===== src/core/lbcs_pkg.sv =====
/*
  Package for the logic block condition stack: opcodes, stack depth and
  reset values shared by the evaluator and its pending-condition store.
  Assumes a single scan clock and an active-high asynchronous reset.
*/
package lbcs_pkg;

  // Opcode width and encodings
  localparam int unsigned OP_W = 4;
  typedef enum logic [OP_W-1:0] {
    LBCS_OP_NOP          = 4'h0,
    LBCS_OP_LOAD         = 4'h1,
    LBCS_OP_LOAD_INV     = 4'h2,
    LBCS_OP_AND          = 4'h3,
    LBCS_OP_AND_INV      = 4'h4,
    LBCS_OP_OR           = 4'h5,
    LBCS_OP_OR_INV       = 4'h6,
    LBCS_OP_BLOCK_AND    = 4'h7,
    LBCS_OP_BLOCK_OR     = 4'h8,
    LBCS_OP_OUT          = 4'h9,
    LBCS_OP_OUT_INV      = 4'hA,
    LBCS_OP_LINE_END     = 4'hB
  } lbcs_op_t;

  // Eight blocks deferred means seven pending entries beyond the running one
  localparam int unsigned LBCS_BLOCKS    = 8;
  localparam int unsigned LBCS_DEPTH     = LBCS_BLOCKS - 1;
  localparam int unsigned LBCS_PTR_W     = 3;
  localparam logic [LBCS_PTR_W-1:0] LBCS_PTR_RST  = 3'h0;
  localparam logic [LBCS_PTR_W-1:0] LBCS_PTR_FULL = 3'h7;
  localparam logic [LBCS_PTR_W-1:0] LBCS_PTR_ONE  = 3'h1;

  // Evaluator phase: two-bit code; LBCS_ST_ERROR to LBCS_ST_LINE_START flips both bits
  typedef enum logic [1:0] {
    LBCS_ST_LINE_START = 2'b00,
    LBCS_ST_IN_LINE    = 2'b01,
    LBCS_ST_ERROR      = 2'b11
  } lbcs_state_t;

endpackage : lbcs_pkg


===== src/core/lbcs_stack.sv =====
/*
  Pending-condition store: a small LIFO of single-bit conditions with
  a registered top-of-stack output.
  Assumes the caller never pushes when full nor pops when empty.
*/
`timescale 1ns/1ps
module lbcs_stack
  import lbcs_pkg::*;
(
  input  wire logic                  clk,
  input  wire logic                  sys_rst,
  input  wire logic                  push,
  input  wire logic                  pop,
  input  wire logic                  push_bit,
  output logic      [LBCS_PTR_W-1:0] count,
  output logic                       top_bit
);

  logic [LBCS_DEPTH-1:0] mem_q, mem_d;
  logic [LBCS_PTR_W-1:0] cnt_q, cnt_d;
  logic                  top_q, top_d;

  // Next contents, count and registered top entry
  always_comb begin
    mem_d = mem_q;
    cnt_d = cnt_q;
    top_d = top_q;
    if (push) begin
      mem_d[cnt_q] = push_bit;
      cnt_d        = cnt_q + LBCS_PTR_ONE;
      top_d        = push_bit;
    end else if (pop) begin
      cnt_d = cnt_q - LBCS_PTR_ONE;
      top_d = (cnt_d == LBCS_PTR_RST) ? 1'b0 : mem_q[cnt_d - LBCS_PTR_ONE];
    end
  end

  always_ff @(posedge clk or posedge sys_rst) begin
    if (sys_rst) begin
      mem_q <= '0;
      cnt_q <= LBCS_PTR_RST;
      top_q <= 1'b0;
    end else begin
      mem_q <= mem_d;
      cnt_q <= cnt_d;
      top_q <= top_d;
    end
  end

  assign count   = cnt_q;
  assign top_bit = top_q;

endmodule : lbcs_stack


===== src/core/lbcs_core.sv =====
/*
  Boolean evaluation core: running execution condition, pending-condition
  stack, block combines and output drive, one instruction per clock.
  Assumes a sequencer presents one opcode and operand bit per valid cycle.
*/
`timescale 1ns/1ps
// Notes on behaviour
// - Load or inverted load sets condition to operand or its complement.
// - A load mid-line pushes the running condition before restarting.
// - Block AND merges running and newest pending condition, pops it.
// - Block OR is the same but forms the OR.
// - Combines act on the two newest conditions, whatever their source.
// - Up to eight blocks deferred, i.e. seven pending combines.
// - Interleaved combines allow unlimited blocks in one line.
// - Interleaved and deferred combining give the same result.
// - Output latches the condition into its bit next cycle; the bit holds until the next output.
module lbcs_core
  import lbcs_pkg::*;
(
  input  wire logic                  clk,
  input  wire logic                  sys_rst,
  input  wire logic                  instr_valid,
  input  wire lbcs_op_t              instr_op,
  input  wire logic                  operand_bit,
  input  wire logic                  error_clear,
  output logic                       exec_cond,
  output logic                       out_valid,
  output logic                       out_bit,
  output logic                       program_error,
  output logic      [LBCS_PTR_W-1:0] pending_count
);

  lbcs_state_t st_q, st_d;
  logic        cond_q, cond_d;
  logic        ov_q, ov_d;
  logic        ob_q, ob_d;
  logic        err_q, err_d;
  logic        push, pop, top_bit;
  logic        is_load, is_comb, overflow, underflow;

  // Instruction decode
  assign is_load = instr_valid && (instr_op == LBCS_OP_LOAD ||
                                   instr_op == LBCS_OP_LOAD_INV);
  assign is_comb = instr_valid && (instr_op == LBCS_OP_BLOCK_AND ||
                                   instr_op == LBCS_OP_BLOCK_OR);
  assign overflow  = is_load && st_q == LBCS_ST_IN_LINE &&
                     pending_count == LBCS_PTR_FULL;
  assign underflow = is_comb && pending_count == LBCS_PTR_RST;
  assign push = is_load && st_q == LBCS_ST_IN_LINE && !overflow;
  assign pop  = is_comb && !underflow && st_q != LBCS_ST_ERROR;

  lbcs_stack u_stack (
    .clk      (clk),
    .sys_rst  (sys_rst),
    .push     (push),
    .pop      (pop),
    .push_bit (cond_q),
    .count    (pending_count),
    .top_bit  (top_bit)
  );

  // Next state, condition, output and error flag
  always_comb begin
    st_d   = st_q;
    cond_d = cond_q;
    ov_d   = 1'b0;
    ob_d   = ob_q;
    err_d  = err_q;
    if (error_clear) begin
      err_d = 1'b0;
    end
    if (instr_valid) begin
      case (instr_op)
        LBCS_OP_LOAD, LBCS_OP_LOAD_INV: begin
          if (st_q != LBCS_ST_ERROR) begin
            cond_d = (instr_op == LBCS_OP_LOAD) ? operand_bit : !operand_bit;
            st_d   = overflow ? LBCS_ST_ERROR : LBCS_ST_IN_LINE;
          end
        end
        LBCS_OP_AND:     cond_d = cond_q & operand_bit;
        LBCS_OP_AND_INV: cond_d = cond_q & !operand_bit;
        LBCS_OP_OR:      cond_d = cond_q | operand_bit;
        LBCS_OP_OR_INV:  cond_d = cond_q | !operand_bit;
        LBCS_OP_BLOCK_AND: begin
          if (pop) begin
            cond_d = cond_q & top_bit;
          end else if (underflow) begin
            st_d = LBCS_ST_ERROR;
          end
        end
        LBCS_OP_BLOCK_OR: begin
          if (pop) begin
            cond_d = cond_q | top_bit;
          end else if (underflow) begin
            st_d = LBCS_ST_ERROR;
          end
        end
        LBCS_OP_OUT, LBCS_OP_OUT_INV: begin
          ov_d = 1'b1;
          ob_d = (instr_op == LBCS_OP_OUT) ? cond_q : !cond_q;
        end
        LBCS_OP_LINE_END: st_d = LBCS_ST_LINE_START;
        default: ;
      endcase
    end
    if (overflow || underflow) begin
      err_d = 1'b1;
    end
  end

  always_ff @(posedge clk or posedge sys_rst) begin
    if (sys_rst) begin
      st_q   <= LBCS_ST_LINE_START;
      cond_q <= 1'b0;
      ov_q   <= 1'b0;
      ob_q   <= 1'b0;
      err_q  <= 1'b0;
    end else begin
      st_q   <= st_d;
      cond_q <= cond_d;
      ov_q   <= ov_d;
      ob_q   <= ob_d;
      err_q  <= err_d;
    end
  end

  assign exec_cond     = cond_q;
  assign out_valid     = ov_q;
  assign out_bit       = ob_q;
  assign program_error = err_q;
endmodule : lbcs_core


===== config.mk =====
export PLATFORM = sky130hd
export DESIGN_NAME = lbcs_core
export DESIGN_NICKNAME = d
export VERILOG_FILES = /design/src/core/lbcs_pkg.sv /design/src/core/lbcs_stack.sv /design/src/core/lbcs_core.sv
export SDC_FILE = /design/constraint.sdc
export NUM_CORES = 1
export LEC_CHECK = 0
export BUFFER_PORTS_ARGS = -buffer_cell sky130_fd_sc_hd__buf_2
export CAP_MARGIN = 20
export CORE_ASPECT_RATIO = 0.7
export CORE_MARGIN = 10
export CORE_UTILIZATION = 30
export CTS_CLUSTER_DIAMETER = 50
export CTS_CLUSTER_SIZE = 8
export DETAILED_ROUTE_END_ITERATION = 7
export GPL_TIMING_DRIVEN = 0
export PLACE_DENSITY = 0.51
export SLEW_MARGIN = 20
export SYNTH_ARGS = -nofsm -noshare
export SYNTH_HDL_FRONTEND = slang
export SYNTH_SLANG_ARGS = --single-unit

===== constraint.sdc =====
create_clock -name clk -period 2.4 [get_ports clk]
set_clock_uncertainty 0.1 [all_clocks]
set_input_delay 0.72 -clock clk [delete_from_list [all_inputs] [get_ports clk]]
set_output_delay 0.72 -clock clk [all_outputs]
set_load 0.1 [all_outputs]

## After elaboration in Yosys (flattened, before gate mapping)

Cells that the tools add are included.
W data, S select, Z words.

| operators by class | value |
|---|---|
| multiplexer cells | 25 |
| reduce and logical (&&, ||, !) cells | 28 |
| equality and inequality tests | 19 |
| add/sub/neg operators | 3 |
| bitwise operators | 6 |
| $lt $le $gt $ge | 3 |

Operator list:

| cell | count |
|---|---|
| $eq A4 B3 Y1 const B | 4 |
| $eq A4 B4 Y1 const B | 4 |
| $mux W1 | 14 |
| $ne A2 B2 Y1 const B | 5 |
| $reduce_and A5 Y1 | 2 |
| $logic_and A1 B1 Y1 | 9 |
| $eq A4 B2 Y1 const B | 2 |
| $lt A3 B4 Y1 const B | 2 |
| $mux W2 | 4 |
| $bwmux W7 | 1 |
| $pmux W1 S7 | 1 |
| $reduce_bool A7 Y1 | 1 |
| $logic_not A3 Y1 | 2 |
| $mux W3 | 2 |
| $pmux W2 S3 | 1 |
| $reduce_or A2 Y1 | 3 |
| $sub A3 B1 Y3 const B | 2 |
| $eq A4 B1 Y1 const B | 1 |
| $logic_not A1 Y1 | 4 |
| $reduce_bool A2 Y1 | 2 |
| $add A3 B1 Y3 const B | 1 |
| $and A1 B1 Y1 | 3 |
| $bmux W1 S3 | 1 |
| $demux W1 S3 | 1 |
| other kinds (8) | 12 |

| word-level totals | value |
|---|---|
| word-level logic and storage cells | 92 |
| output and inout bits | 7 |
| bits of input ports | 9 |
| register bits | 17 |

## Logic depth before layout (Yosys ltp)

Gate-level depths: netlist (run 1).

| logic depth | value |
|---|---|
| word-level depth | 9 |
| gate-level depth with buffers | 8 |
| mapped depth without buffers | 7 |

## Cells and area by module

Synthesis (run 1) repeated with hierarchy kept, for this count alone.

| second synthesis, totals | value |
|---|---|
| cells, all modules | 125 |
| area, all modules | 1251.2 um2 |

Modules (own cells, without submodules):

| module | area an instance (um2) | instances | cells each | seq. area each (um2) |
|---|---|---|---|---|
| lbcs_stack | 673.1 | 1 | 60 | 275.3 |
| lbcs_core | 578.1 | 1 | 65 | 150.1 |

## Least setup slack after synthesis (run 1)

OpenSTA, ideal clock, no wires.

| path | value |
|---|---|
| kind | register -> register |
| start | register u_stack.cnt_q[0] (netlist: u_stack.count[0]) |
| end | register st_q[0] |
| period minus slack after synthesis | 2.730 ns |
| required time | 2.172 ns |
| buffers on the path | 1 |
| cell stages (with the launch flop) | 9 |
| arrival time | 2.502 ns |
| library setup time | 0.128 ns |
| path slack | -0.330 ns |
| cells stage by stage | dfrtp_1 clkbuf_1 inv_1 ha_1 nand2b_1 o21a_1 a211oi_1 o221ai_1 mux2_1 |

| on the way | value |
|---|---|
| longest elaborated chain between the ends | 7 |
| elaborated cells between the ends (all ways) | 8 |
| classes of those cells | eq/ne: 2; reduce/logical: 6 |

Ends and longest elaborated chain:

| element | line | text |
|---|---|---|
| from (decl) | lbcs_stack.sv:20 | `logic [LBCS_PTR_W-1:0] cnt_q, cnt_d;` |
| from (signal assigned) | lbcs_stack.sv:45 | `cnt_q <= cnt_d;` |
| $logic_not A3 Y1 * | lbcs_core.sv:48 | `assign underflow = is_comb && pending_count == LBCS_PTR_RST;` |
| $logic_and A1 B1 Y1 * | lbcs_core.sv:48 |  |
| $logic_not A1 Y1 | lbcs_core.sv:50 | `assign pop = is_comb && !underflow && st_q != LBCS_ST_ERROR;` |
| $logic_and A1 B1 Y1 (2 in series) | lbcs_core.sv:50 |  |
| $ne A2 B2 Y1 (no line) | n/a |  |
| $reduce_and A5 Y1 (no line) * | n/a |  |
| to (signal assigned) | lbcs_core.sv:119 | `st_q <= st_d;` |
| to (decl) | lbcs_core.sv:33 | `lbcs_state_t st_q, st_d;` |

Every way passes the cells marked *; elsewhere a longest branch is shown, timed or not.
A chain may end at the register's enable or synchronous reset.

## Worst setup path in the final report (run 1)

| path | value |
|---|---|
| start | register u_stack.cnt_q[0] (netlist: u_stack.count[0]) |
| end | register u_stack.mem_q[5] |

| on the way | value |
|---|---|
| longest elaborated chain between the ends | 5 |
| elaborated cells between the ends (all ways) | 10 |
| classes of those cells | order compare: 2; eq/ne: 1; mux: 3; reduce/logical: 4 |

Ends and longest elaborated chain:

| element | line | text |
|---|---|---|
| $lt A3 B4 Y1 (implied by the code) or $ge A3 B1 Y1 (tied branches) | lbcs_stack.sv:29 | `mem_d[cnt_q] = push_bit;` |
| $logic_and A1 B1 Y1 (implied by the code) | lbcs_stack.sv:29 |  |
| $mux W1 (implied by the code) | lbcs_stack.sv:29 |  |
| $demux W1 S3 | n/a |  |
| $bwmux W7 | lbcs_stack.sv:29 |  |
| to (signal assigned) | lbcs_stack.sv:44 | `mem_q <= mem_d;` |
| to (decl) | lbcs_stack.sv:19 | `logic [LBCS_DEPTH-1:0] mem_q, mem_d;` |

Several ways; a longest one is shown, not always the timed one.

==> impl_metrics.json, run 1 <==
{
  "status": "completed",
  "numCtsBuffers": 3,
  "hold_buffers": 0,
  "vias_per_cell": 5.266,
  "cp_cell_sequence": "ha_1 -> ha_1 -> and4b_1 -> buf_2 -> nand2_1 -> nor3b_2 -> mux2_2",
  "synth_area_leaders": "dfrtp_1, mux2_2, ha_1",
  "switchingPower_mw": 0.8457,
  "vdd_drop_max_mv": 0.5211,
  "cts_sinks": 17,
  "antenna_cells": 0,
  "fp.dieArea_mm2": 0.007288,
  "final.setup.worst_slack_ns": 0.1177,
  "syn_area_mm2": 0.001272,
  "required_ns": 2.44,
  "rows": 19,
  "htreeDepth": 1,
  "synth_warnings": 0,
  "p_per_area_mw_per_mm2": 1124,
  "fin_nets": 163,
  "path_buf_inv": 1,
  "crit_slowest_cell": "dfrtp_4",
  "ys_seq_elements": 17,
  "yosysUniqueCellTypes": 45,
  "switching_share": 0.5164,
  "n_fill_cell": 422,
  "clkSlewWorstSetupHoldPaths_ns": 0.07,
  "start_util": 0.3186,
  "dp_hpwl_um": 2207,
  "cts_root_buf": "clkbuf_8",
  "power_frac_seq": 0.302,
  "combPwrFrac": 0.562,
  "final_cell_mix": "buf_2, dfrtp_1, nand2_1",
  "syn_inst": 130,
  "place_ws_ns": -0.04325,
  "wire_per_inst_um": 14.69,
  "final_hold_viol_count": 0,
  "intPower_mw": 0.7921,
  "die_h_um": 74.49,
  "crit_cells": 7,
  "synth_top_area_frac": 0.3343,
  "worstHoldPathType": "reg2reg",
  "routed_wl_um": 2923,
  "vias": 1048,
  "worst_pin_slew_ns": 0.6927,
  "finalCriticalPeriod_ns": 2.282,
  "drc_errors": 0,
  "max_stage_delay_ns": 0.55,
  "reg2regPathDepth": 7,
  "cpMostUsedCell": "ha_1",
  "path_delay_family": "flip-flops",
  "antenna_found_initial": 0,
  "drv_slew": 0,
  "hold_slack_ns": 0.3994,
  "whs_path_depth": 1,
  "layout-drive-gt1-share": 0.2721,
  "synth_ff_type": "dfrtp_1",
  "yosysSeqAreaShare": 0.3343,
  "cts_tree": "built",
  "core_mm2": 0.003994,
  "layout_worst_path_cycle_share": 0.9509,
  "grt_first_pass_wirelength_um": 5009,
  "clk_latency_ns": 0.26,
  "dpl_cell_area_mm2": 0.001413,
  "area_growth_pct": 14.55,
  "maxCapViolations": 0,
  "start_kind": "register",
  "rsz0062_at_grt": "no",
  "synthArstFlopShare": 1.000,
  "final_common_cell": "buf_2",
  "gp_congestion": 0.8115,
  "final_util": 0.3650,
  "ant_nets": 0,
  "setup.worst_path.class": "reg2reg",
  "leakage_nw": 0.6461,
  "endpoint_kind": "register",
  "fin_area_mm2": 0.001458,
  "timing.slew.headroom": 0.5377,
  "drtIter0Drc": 78,
  "clk_path_buf_depth": 2,
  "synthesis.nets": 145,
  "setup_violations": 0,
  "cts_resized": 0,
  "grt_use_total": 0.08423,
  "grt_start_max_net_pins": 18,
  "grt_pass1_vias": 1019,
  "firstDrtPassIters": 6,
  "fmax_ghz": 0.4382,
  "worstPathMaxFanout": 13,
  "synth_top_cell_by_area": "dfrtp_1",
  "gr-total-overflow": 0,
  "synth_edf_count": 0,
  "port-buffer-count": 14,
  "critPathArrivalTime_ns": 2.32,
  "die-width_um": 97.84,
  "p_clk_frac": 0.136,
  "avgSynthCellArea_um2": 9.788,
  "ios": 16
}
cell usage after synthesis, types with 3 or more instances:
cell	n
dfrtp_1	17
buf_2	5
nand2_1	9
a211oi_1	4
o21ai_0	6
clkbuf_1	3
ha_1	6
mux2_2	7
nand3_1	5
a21oi_1	3
nand2b_1	4
mux2i_1	4
xnor2_1	4
inv_1	6
nor2b_1	3
nor2_1	8
power by group through the flow:
stage | clock network [mW] | logic [mW] | registers, mW
floorplan | 0 | 0.470 | 0.774
global route | 0.249 | 0.991 | 0.517
CTS | 0.231 | 0.923 | 0.497
finish | 0.223 | 0.920 | 0.495
detailed placement | 0 | 0.949 | 0.479
global placement | 0 | 0.942 | 0.477
area by class of cell:
type | count | area (um2) | share of cell area
well taps | 52 | 65.06 | 0.04464
clock inverters | 1 | 7.507 | 0.005150
multi-input cells | 98 | 780.7 | 0.5356
repair buffers | 14 | 70.07 | 0.04807
flip-flops and latches | 17 | 430.4 | 0.2953
clock buffers | 3 | 41.29 | 0.02833
inverters | 6 | 22.52 | 0.01545
plain buffers | 8 | 40.04 | 0.02747
registers in the layout (all words and copies together) (netlist names):
register,count
program_error,1
u_stack.count,3
u_stack.mem_q,7
out_valid,1
st_q,2
u_stack.top_bit,1
exec_cond,1
out_bit,1
logic make-up (layout without fill, tap and decap cells):
kind of cell    count (synthesis)  in the layout  share of synthesized area
xor+xnor                        5              5                    0.04032
buf+inv                        15             32                    0.05211
fa+ha+maj                       6              6                    0.05900
simple gates                   45             45                     0.2330
flops                          17             17                     0.3343
mux                            14             14                     0.1288
compound gates                 28             28                     0.1524
worst paths after layout:
path                                   from               end  slack, ns
max                        u_stack.count[0]  u_stack.mem_q[5]       0.12
min                        u_stack.mem_q[2]  u_stack.mem_q[2]       0.40
max reg2reg                u_stack.count[0]  u_stack.mem_q[5]       0.12
min reg2reg                u_stack.mem_q[2]  u_stack.mem_q[2]       0.40
max in group asynchronous           sys_rst  u_stack.count[0]       1.23
min in group asynchronous           sys_rst     program_error       0.45
repair_timing:
| action | 4_1_cts | 5_1_grt |
|---|---|---|
| endpoints found under the hold margin | 0 | 0 |
| setup buffers | 0 | 0 |
| endpoints found under the setup margin | 1 | 0 |
stage by stage:
stage	power [mW]	cells	setup TNS, ns
after floorplan	1.244	130	0
after global placement	1.419	196	-0.1375
after detailed placement	1.428	196	-0.1065
after CTS	1.651	199	0
after global routing	1.757	199	0
final	1.638	199	0
layer usage:
layer / global-route usage / vias up / part of all wire / wire length (um)
li1: - / 511 / - / -
met1: 0.1100 / 497 / 0.49 / 1422
met2: 0.1270 / 38 / 0.43 / 1261
met3: 0.03145 / 2 / 0.077 / 225
met4: 0.02412 / 0 / 0.0048 / 14
met5: 0 / - / 0 / 0
worst reg2reg max path: stages, from the launching register on:
cell and delay (ns):
dfrtp_4 0.55, ha_1 0.23, ha_1 0.23, and4b_1 0.24, buf_2 0.17, nand2_1 0.11
nor3b_2 0.20, mux2_2 0.34
Power figures use the tool's default switching activity.
==> run 2, diff against run 1 <==
--- a/config.mk
+++ b/config.mk
@@ -6,16 +6,16 @@
 export NUM_CORES = 1
 export LEC_CHECK = 0
 export BUFFER_PORTS_ARGS = -buffer_cell sky130_fd_sc_hd__buf_2
-export CAP_MARGIN = 20
 export CORE_ASPECT_RATIO = 0.7
 export CORE_MARGIN = 10
-export CORE_UTILIZATION = 30
+export CORE_UTILIZATION = 57
 export CTS_CLUSTER_DIAMETER = 50
 export CTS_CLUSTER_SIZE = 8
 export DETAILED_ROUTE_END_ITERATION = 7
 export GPL_TIMING_DRIVEN = 0
-export PLACE_DENSITY = 0.51
+export PLACE_DENSITY = 0.83
 export SLEW_MARGIN = 20
 export SYNTH_ARGS = -nofsm -noshare
 export SYNTH_HDL_FRONTEND = slang
+export SYNTH_HIERARCHICAL = 1
 export SYNTH_SLANG_ARGS = --single-unit
==> run 2 against run 1 <==
Effect of this change: global-route usage is 3.1 points higher; largest power group unchanged; register-to-register slack better by 0.21 ns; area after synthesis is 1.7% lower; first-iteration DRC count rose by 26%; critical path depth increased by 1; synthesized cell count down 3.8%; flip-flop and latch count unchanged; clock power is 30% lower; via count is 2.4% lower; utilization increased by 29 points.
==> impl_metrics.json, run 2 <==
{
  "synthArstFlopShare": 1.000,
  "synth_most_common_cell": "dfrtp_1",
  "die_h_um": 59.20,
  "syn_area_mm2": 0.001251,
  "ys_seq_elements": 17,
  "setup_violations": 0,
  "grt_pass1_vias": 964,
  "vias_per_cell": 5.879,
  "status": "completed",
  "fin_nets": 156,
  "avgSynthCellArea_um2": 10.01,
  "synth_area_leaders": "dfrtp_1, mux2_2, ha_1",
  "crit_path_end": "u_stack/mem_q[3]",
  "worstPathMaxFanout": 10,
  "drc_errors": 0,
  "largest_register": "u_stack/mem_q",
  "fmax_ghz": 0.4374,
  "ios": 16,
  "area_growth_pct": 11.30,
  "layout_worst_path_cycle_share": 0.9525,
  "syn_inst": 125,
  "synth_warnings": 6,
  "dp_hpwl_um": 1983,
  "timing.slew.headroom": 0.6739,
  "final_common_cell": "buf_2",
  "synth_top_cell_by_area": "dfrtp_1",
  "yosysUniqueCellTypes": 47,
  "final_hold_viol_count": 0,
  "maxCapViolations": 0,
  "worstHoldPathType": "in2async",
  "final_cell_mix": "buf_2, dfrtp_1, inv_1",
  "grt_first_pass_wirelength_um": 4367,
  "total_power_mw": 1.619,
  "start_kind": "primary input",
  "clk_latency_ns": 0.29,
  "layout-drive-gt1-share": 0.2958,
  "r2r-end": "u_stack/top_bit",
  "leakage_nw": 0.6296,
  "final_util": 0.6570,
  "hold_buffers": 0,
  "antenna_cells": 0,
  "r2r-start": "u_stack/count[0]",
  "drtIter0Drc": 98,
  "gr-total-overflow": 0,
  "endpoint_kind": "register",
  "rsz0062_at_grt": "no",
  "gp_congestion": 0.8969,
  "grt_use_total": 0.1148,
  "synthesis.nets": 138,
  "wire_per_inst_um": 15.51,
  "rows": 14,
  "numCtsBuffers": 3,
  "grt_start_max_net_pins": 16,
  "synth_edf_count": 0,
  "p_per_area_mw_per_mm2": 1162,
  "setup.worst_path.class": "in2reg",
  "synth_ff_type": "dfrtp_1",
  "yosysSeqAreaShare": 0.3400,
  "vias": 1023,
  "port-buffer-count": 13,
  "die-width_um": 76,
  "required_ns": 2.49,
  "drv_slew": 0,
  "synth_top_area_frac": 0.3400,
  "cts_root_buf": "clkbuf_4",
  "start_util": 0.5903,
  "cts_tree": "built",
  "worstSetupStartpoint": "instr_op[3]",
  "vdd_drop_max_mv": 0.5580,
  "firstDrtPassIters": 4,
  "finalCriticalPeriod_ns": 2.286,
  "largest_reg_flops": 7,
  "core_mm2": 0.002120,
  "ant_nets": 0,
  "r2r_slack_ns": 0.33,
  "critPathArrivalTime_ns": 2.37,
  "antenna_found_initial": 0,
  "clkSlewWorstSetupHoldPaths_ns": 0.10,
  "htreeDepth": 1,
  "synth_top_cells_by_count": "dfrtp_1, inv_1, nand2_1, nor3_1, mux2_2",
  "cts_sinks": 17,
  "clk_path_buf_depth": 2,
  "worst_pin_slew_ns": 0.4925,
  "reg2regPathDepth": 7,
  "fp.dieArea_mm2": 0.004499,
  "routed_wl_um": 2698
}
[run 2: cell types whose count changed in the layout (fill, tap and decap cells not counted), sizes merged, moves of 3 or more]
cell	change
nor3	+5
a211oi	-4
nand4	+4
nor2	-4
a21oi	+3
inv	+3
nand3	-3
or3	+3
[run 2: through the flow]
| stage | instance area (um2) | TNS [ns] | hold WS [ns] | worst slack [ns] | instances |
|---|---|---|---|---|---|
| finish | 1393 | 0 | 0.2221 | 0.1140 | 174 |
| global route | 1393 | 0 | 0.2185 | 0.02434 | 174 |
| CTS | 1390 | 0 | 0.2219 | 0.06538 | 174 |
| detailed placement | 1359 | -1.817 | 0.3646 | -0.3008 | 170 |
| global placement | 1359 | -0.9020 | 0.3562 | -0.1930 | 170 |
| floorplan | 1254 | 0 | 0.3579 | 0.06983 | 125 |
[run 2: final cells by class]
cell class / instances / area (um2)
plain buffers: 8 / 61.31
clock buffers: 3 / 22.52
clock inverters: 1 / 7.507
fillers: 163 / 726.9
inverters: 9 / 33.78
multi-input cells: 91 / 734.5
flip-flops and latches: 17 / 427.9
well taps: 32 / 40.04
repair buffers: 13 / 65.06
[run 2: cell families after synthesis]
kind of cell / Yosys count / synth area share
AOI/OAI and AO/OA: 25 / 0.1540
xor gates and xnor gates: 6 / 0.05901
adders and majority gates: 4 / 0.04000
buffers and inverters: 17 / 0.07499
DFF: 17 / 0.3400
muxes: 14 / 0.1410
and+or+nand+nor: 42 / 0.1910
[run 2: power breakdown]
part	internal, mW	switching (mW)	total [mW]
combinational	0.344	0.605	0.948
sequential	0.393	0.120	0.513
clock	0.0634	0.0939	0.157
[run 2: worst min path at each step]
stage,start,endpoint,slack [ns],depth (start not counted)
3_5_place_dp,program_error,program_error,0.36,1
6_report,sys_rst,st_q[1],0.22,2
5_1_grt,sys_rst,program_error,0.22,2
3_3_place_gp,program_error,program_error,0.36,1
2_1_floorplan,u_stack/mem_q[0],u_stack/mem_q[0],0.36,1
4_1_cts,sys_rst,st_q[1],0.22,2
[run 2: per-layer routing]
| metal | share of wire | global-route usage | up-vias |
|---|---|---|---|
| li1 | - | - | 493 |
| met1 | 0.49 | 0.1443 | 494 |
| met4 | 0.0030 | 0.02688 | 0 |
| met2 | 0.44 | 0.1848 | 34 |
| met3 | 0.062 | 0.04091 | 2 |
| met5 | 0 | 0 | - |
[run 2: worst max-delay path, cell delays in order]
cell and delay [ns]:
buf_2 0.11, buf_2 0.17, nor2_2 0.19, nand4_1 0.18, nor2b_1 0.25, nand2_1 0.11, or3_1 0.33, mux2_1 0.31
[run 2: timing repair]
action / 4_1_cts / 5_1_grt
endpoints found under the setup margin: 2 / 5
buffers inserted: 0 / 0
resized for setup: 1 / 1
==> run 3, diff against run 2 <==
--- a/config.mk
+++ b/config.mk
@@ -5,15 +5,16 @@
 export SDC_FILE = /design/constraint.sdc
 export NUM_CORES = 1
 export LEC_CHECK = 0
+export ABC_AREA = 1
 export BUFFER_PORTS_ARGS = -buffer_cell sky130_fd_sc_hd__buf_2
 export CORE_ASPECT_RATIO = 0.7
 export CORE_MARGIN = 10
-export CORE_UTILIZATION = 57
+export CORE_UTILIZATION = 23
 export CTS_CLUSTER_DIAMETER = 50
 export CTS_CLUSTER_SIZE = 8
 export DETAILED_ROUTE_END_ITERATION = 7
 export GPL_TIMING_DRIVEN = 0
-export PLACE_DENSITY = 0.83
+export PLACE_DENSITY = 0.43
 export SLEW_MARGIN = 20
 export SYNTH_ARGS = -nofsm -noshare
 export SYNTH_HDL_FRONTEND = slang
==> run 3 against run 2 <==
Effect of this change: combinational power increased by 4.1%; critical path type unchanged; area after synthesis increased by 1.1%; fmax increased by 2.8%; synthesized cell count increased by 54%; global-route usage decreased by 3.9 points.
==> impl_metrics.json, run 3 <==
{
  "vias_per_cell": 4.288,
  "drc_errors": 0,
  "routed_wl_um": 3206,
  "path_buf_inv": 2,
  "total_power_mw": 1.723,
  "clk_latency_ns": 0.25,
  "vias": 1222,
  "timing.slew.headroom": 0.6748,
  "final.setup.worst_slack_ns": 0.1755,
  "synth_top_area_frac": 0.3363,
  "ios": 16,
  "n_fill_cell": 609,
  "final_hold_viol_count": 0,
  "synthArstFlopShare": 1.000,
  "drv_slew": 0,
  "ys_seq_elements": 17,
  "layout_worst_path_cycle_share": 0.9269,
  "final_util": 0.2822,
  "yosysSeqAreaShare": 0.3363,
  "htreeDepth": 1,
  "rows": 22,
  "die-width_um": 108.6,
  "cts_tree": "built",
  "worstPathMaxFanout": 7,
  "gr-total-overflow": 0,
  "avgSynthCellArea_um2": 6.554,
  "firstDrtPassIters": 4,
  "wire_per_inst_um": 11.25,
  "seqCellArea_um2": 425.4,
  "synth_top_cells_by_count": "nand2_1, inv_1, nand3_1, nor2_1, dfrtp_1",
  "grt_use_total": 0.07554,
  "gp_congestion": 0.8051,
  "required_ns": 2.43,
  "antenna_found_initial": 0,
  "fin_nets": 227,
  "clk_path_buf_depth": 2,
  "vdd_drop_max_mv": 0.4299,
  "clkSlewWorstSetupHoldPaths_ns": 0.07,
  "multi_input_area_um2": 724.4,
  "dpl_cell_area_mm2": 0.001430,
  "drtIter0Drc": 91,
  "syn_inst": 193,
  "numCtsBuffers": 3,
  "rsz0062_at_grt": "no",
  "cts_sinks": 17,
  "antenna_cells": 0,
  "start_util": 0.2393,
  "setup_violations": 0,
  "grt_first_pass_wirelength_um": 5395,
  "path_delay_family": "simple AND/OR/NAND/NOR gates",
  "synth_warnings": 6,
  "endpoint_kind": "register",
  "critPathArrivalTime_ns": 2.25,
  "synth_ff_type": "dfrtp_1",
  "leakage_nw": 0.7913,
  "start_kind": "primary input",
  "largest_register": "u_stack/mem_q",
  "port-buffer-count": 15,
  "dp_hpwl_um": 2475,
  "ant_nets": 0,
  "core_mm2": 0.005285,
  "area_growth_pct": 17.90,
  "fin_area_mm2": 0.001491,
  "max_stage_delay_ns": 0.27,
  "hold_slack_ns": 0.2780,
  "crit_slowest_cell": "a31oi_2",
  "setup.worst_path.class": "in2reg",
  "synth_top_cell_by_area": "dfrtp_1",
  "status": "completed",
  "fmax_ghz": 0.4495,
  "layout-drive-gt1-share": 0.1737,
  "grt_pass1_vias": 1067,
  "maxCapViolations": 0,
  "synth_edf_count": 0,
  "worstHoldPathType": "in2async",
  "final_cell_mix": "nand2_1, inv_1, nand3_1",
  "synthesis.nets": 206,
  "synth_most_common_cell": "nand2_1",
  "grt_start_max_net_pins": 12,
  "cts_root_buf": "clkbuf_8",
  "yosysUniqueCellTypes": 23,
  "syn_area_mm2": 0.001265,
  "final_common_cell": "nand2_1",
  "finalCriticalPeriod_ns": 2.224,
  "p_per_area_mw_per_mm2": 1155,
  "place_ws_ns": -0.2287,
  "die_h_um": 82.05,
  "cp_cell_sequence": "buf_2 -> nor2_1 -> nand3_1 -> nor2_1 -> nand2_1 -> a31oi_2 -> inv_2 -> nor2_4 -> nand3_1 -> nand2_1 -> o21ai_0",
  "largest_reg_flops": 7,
  "worst_pin_slew_ns": 0.4911,
  "synth_area_leaders": "dfrtp_1, nand2_1, nand3_1",
  "fp.dieArea_mm2": 0.008913
}
-- run 3: cell count changes after synthesis, sizes merged, moves of 7 or more --
cell	change
a31oi	+7
nand2	+51
inv	+22
nor2	+21
nand3	+20
mux2	-9
-- run 3: cell families after synthesis --
| logic type | share of synthesized area |
|---|---|
| compound gates | 0.1207 |
| xor+xnor | 0.02769 |
| fa+ha+maj | 0.03957 |
| buf+inv | 0.09792 |
| flops | 0.3363 |
| mux | 0.008901 |
| simple gates | 0.3689 |
-- run 3: per-stage QoR --
step	setup TNS, ns	std cells
global placement	-1.434	280
finish	0	285
detailed placement	-1.062	280
CTS	0	284
global route	0	285
floorplan	0	193
-- run 3: path summary, 6_finish.rpt --
check | from | endpoint | slack [ns] | depth (start not counted)
setup / recovery | instr_op[2] | u_stack/mem_q[6] | 0.18 | 11
hold / removal | sys_rst | program_error | 0.28 | 2
setup reg to reg | u_stack/count[0] | u_stack/top_bit | 0.39 | 10
hold reg to reg | u_stack/mem_q[6] | u_stack/mem_q[6] | 0.40 | 2
max in group asynchronous | sys_rst | u_stack/count[0] | 1.52 | 2
min in group clk | u_stack/mem_q[6] | u_stack/mem_q[6] | 0.40 | 2
-- run 3: timing repair --
action | 4_1_cts | 5_1_grt
setup endpoints to repair | 0 | 8
endpoints found under the hold margin | 0 | 0
setup buffers | 0 | 1
hold buffers | 0 | 0
resized for setup | 0 | 3
-- run 3: layer usage --
metal | global-route usage | vias to the layer above | wire [um] | share of wire
li1 | - | 659 | - | -
met4 | 0.03937 | 0 | 47 | 0.015
met3 | 0.01251 | 2 | 126 | 0.039
met1 | 0.1173 | 538 | 1788 | 0.56
met2 | 0.09315 | 23 | 1244 | 0.39
met5 | 0 | - | 0 | 0
-- run 3: cell type report --
cell class / instances / area share
plain buffers: 1 / 0.005034
clock buffers: 4 / 0.03020
inverters: 31 / 0.07802
multi-input cells: 144 / 0.4857
flip-flops and latches: 17 / 0.2852
well taps: 72 / 0.06040
repair buffers: 16 / 0.05537
-- run 3: report_power, final --
part / total, mW / switching [mW] / internal, mW
Combinational: 0.987 / 0.724 / 0.263
Sequential: 0.518 / 0.129 / 0.389
Clock: 0.218 / 0.100 / 0.118
Total: 1.72 / 0.953 / 0.770
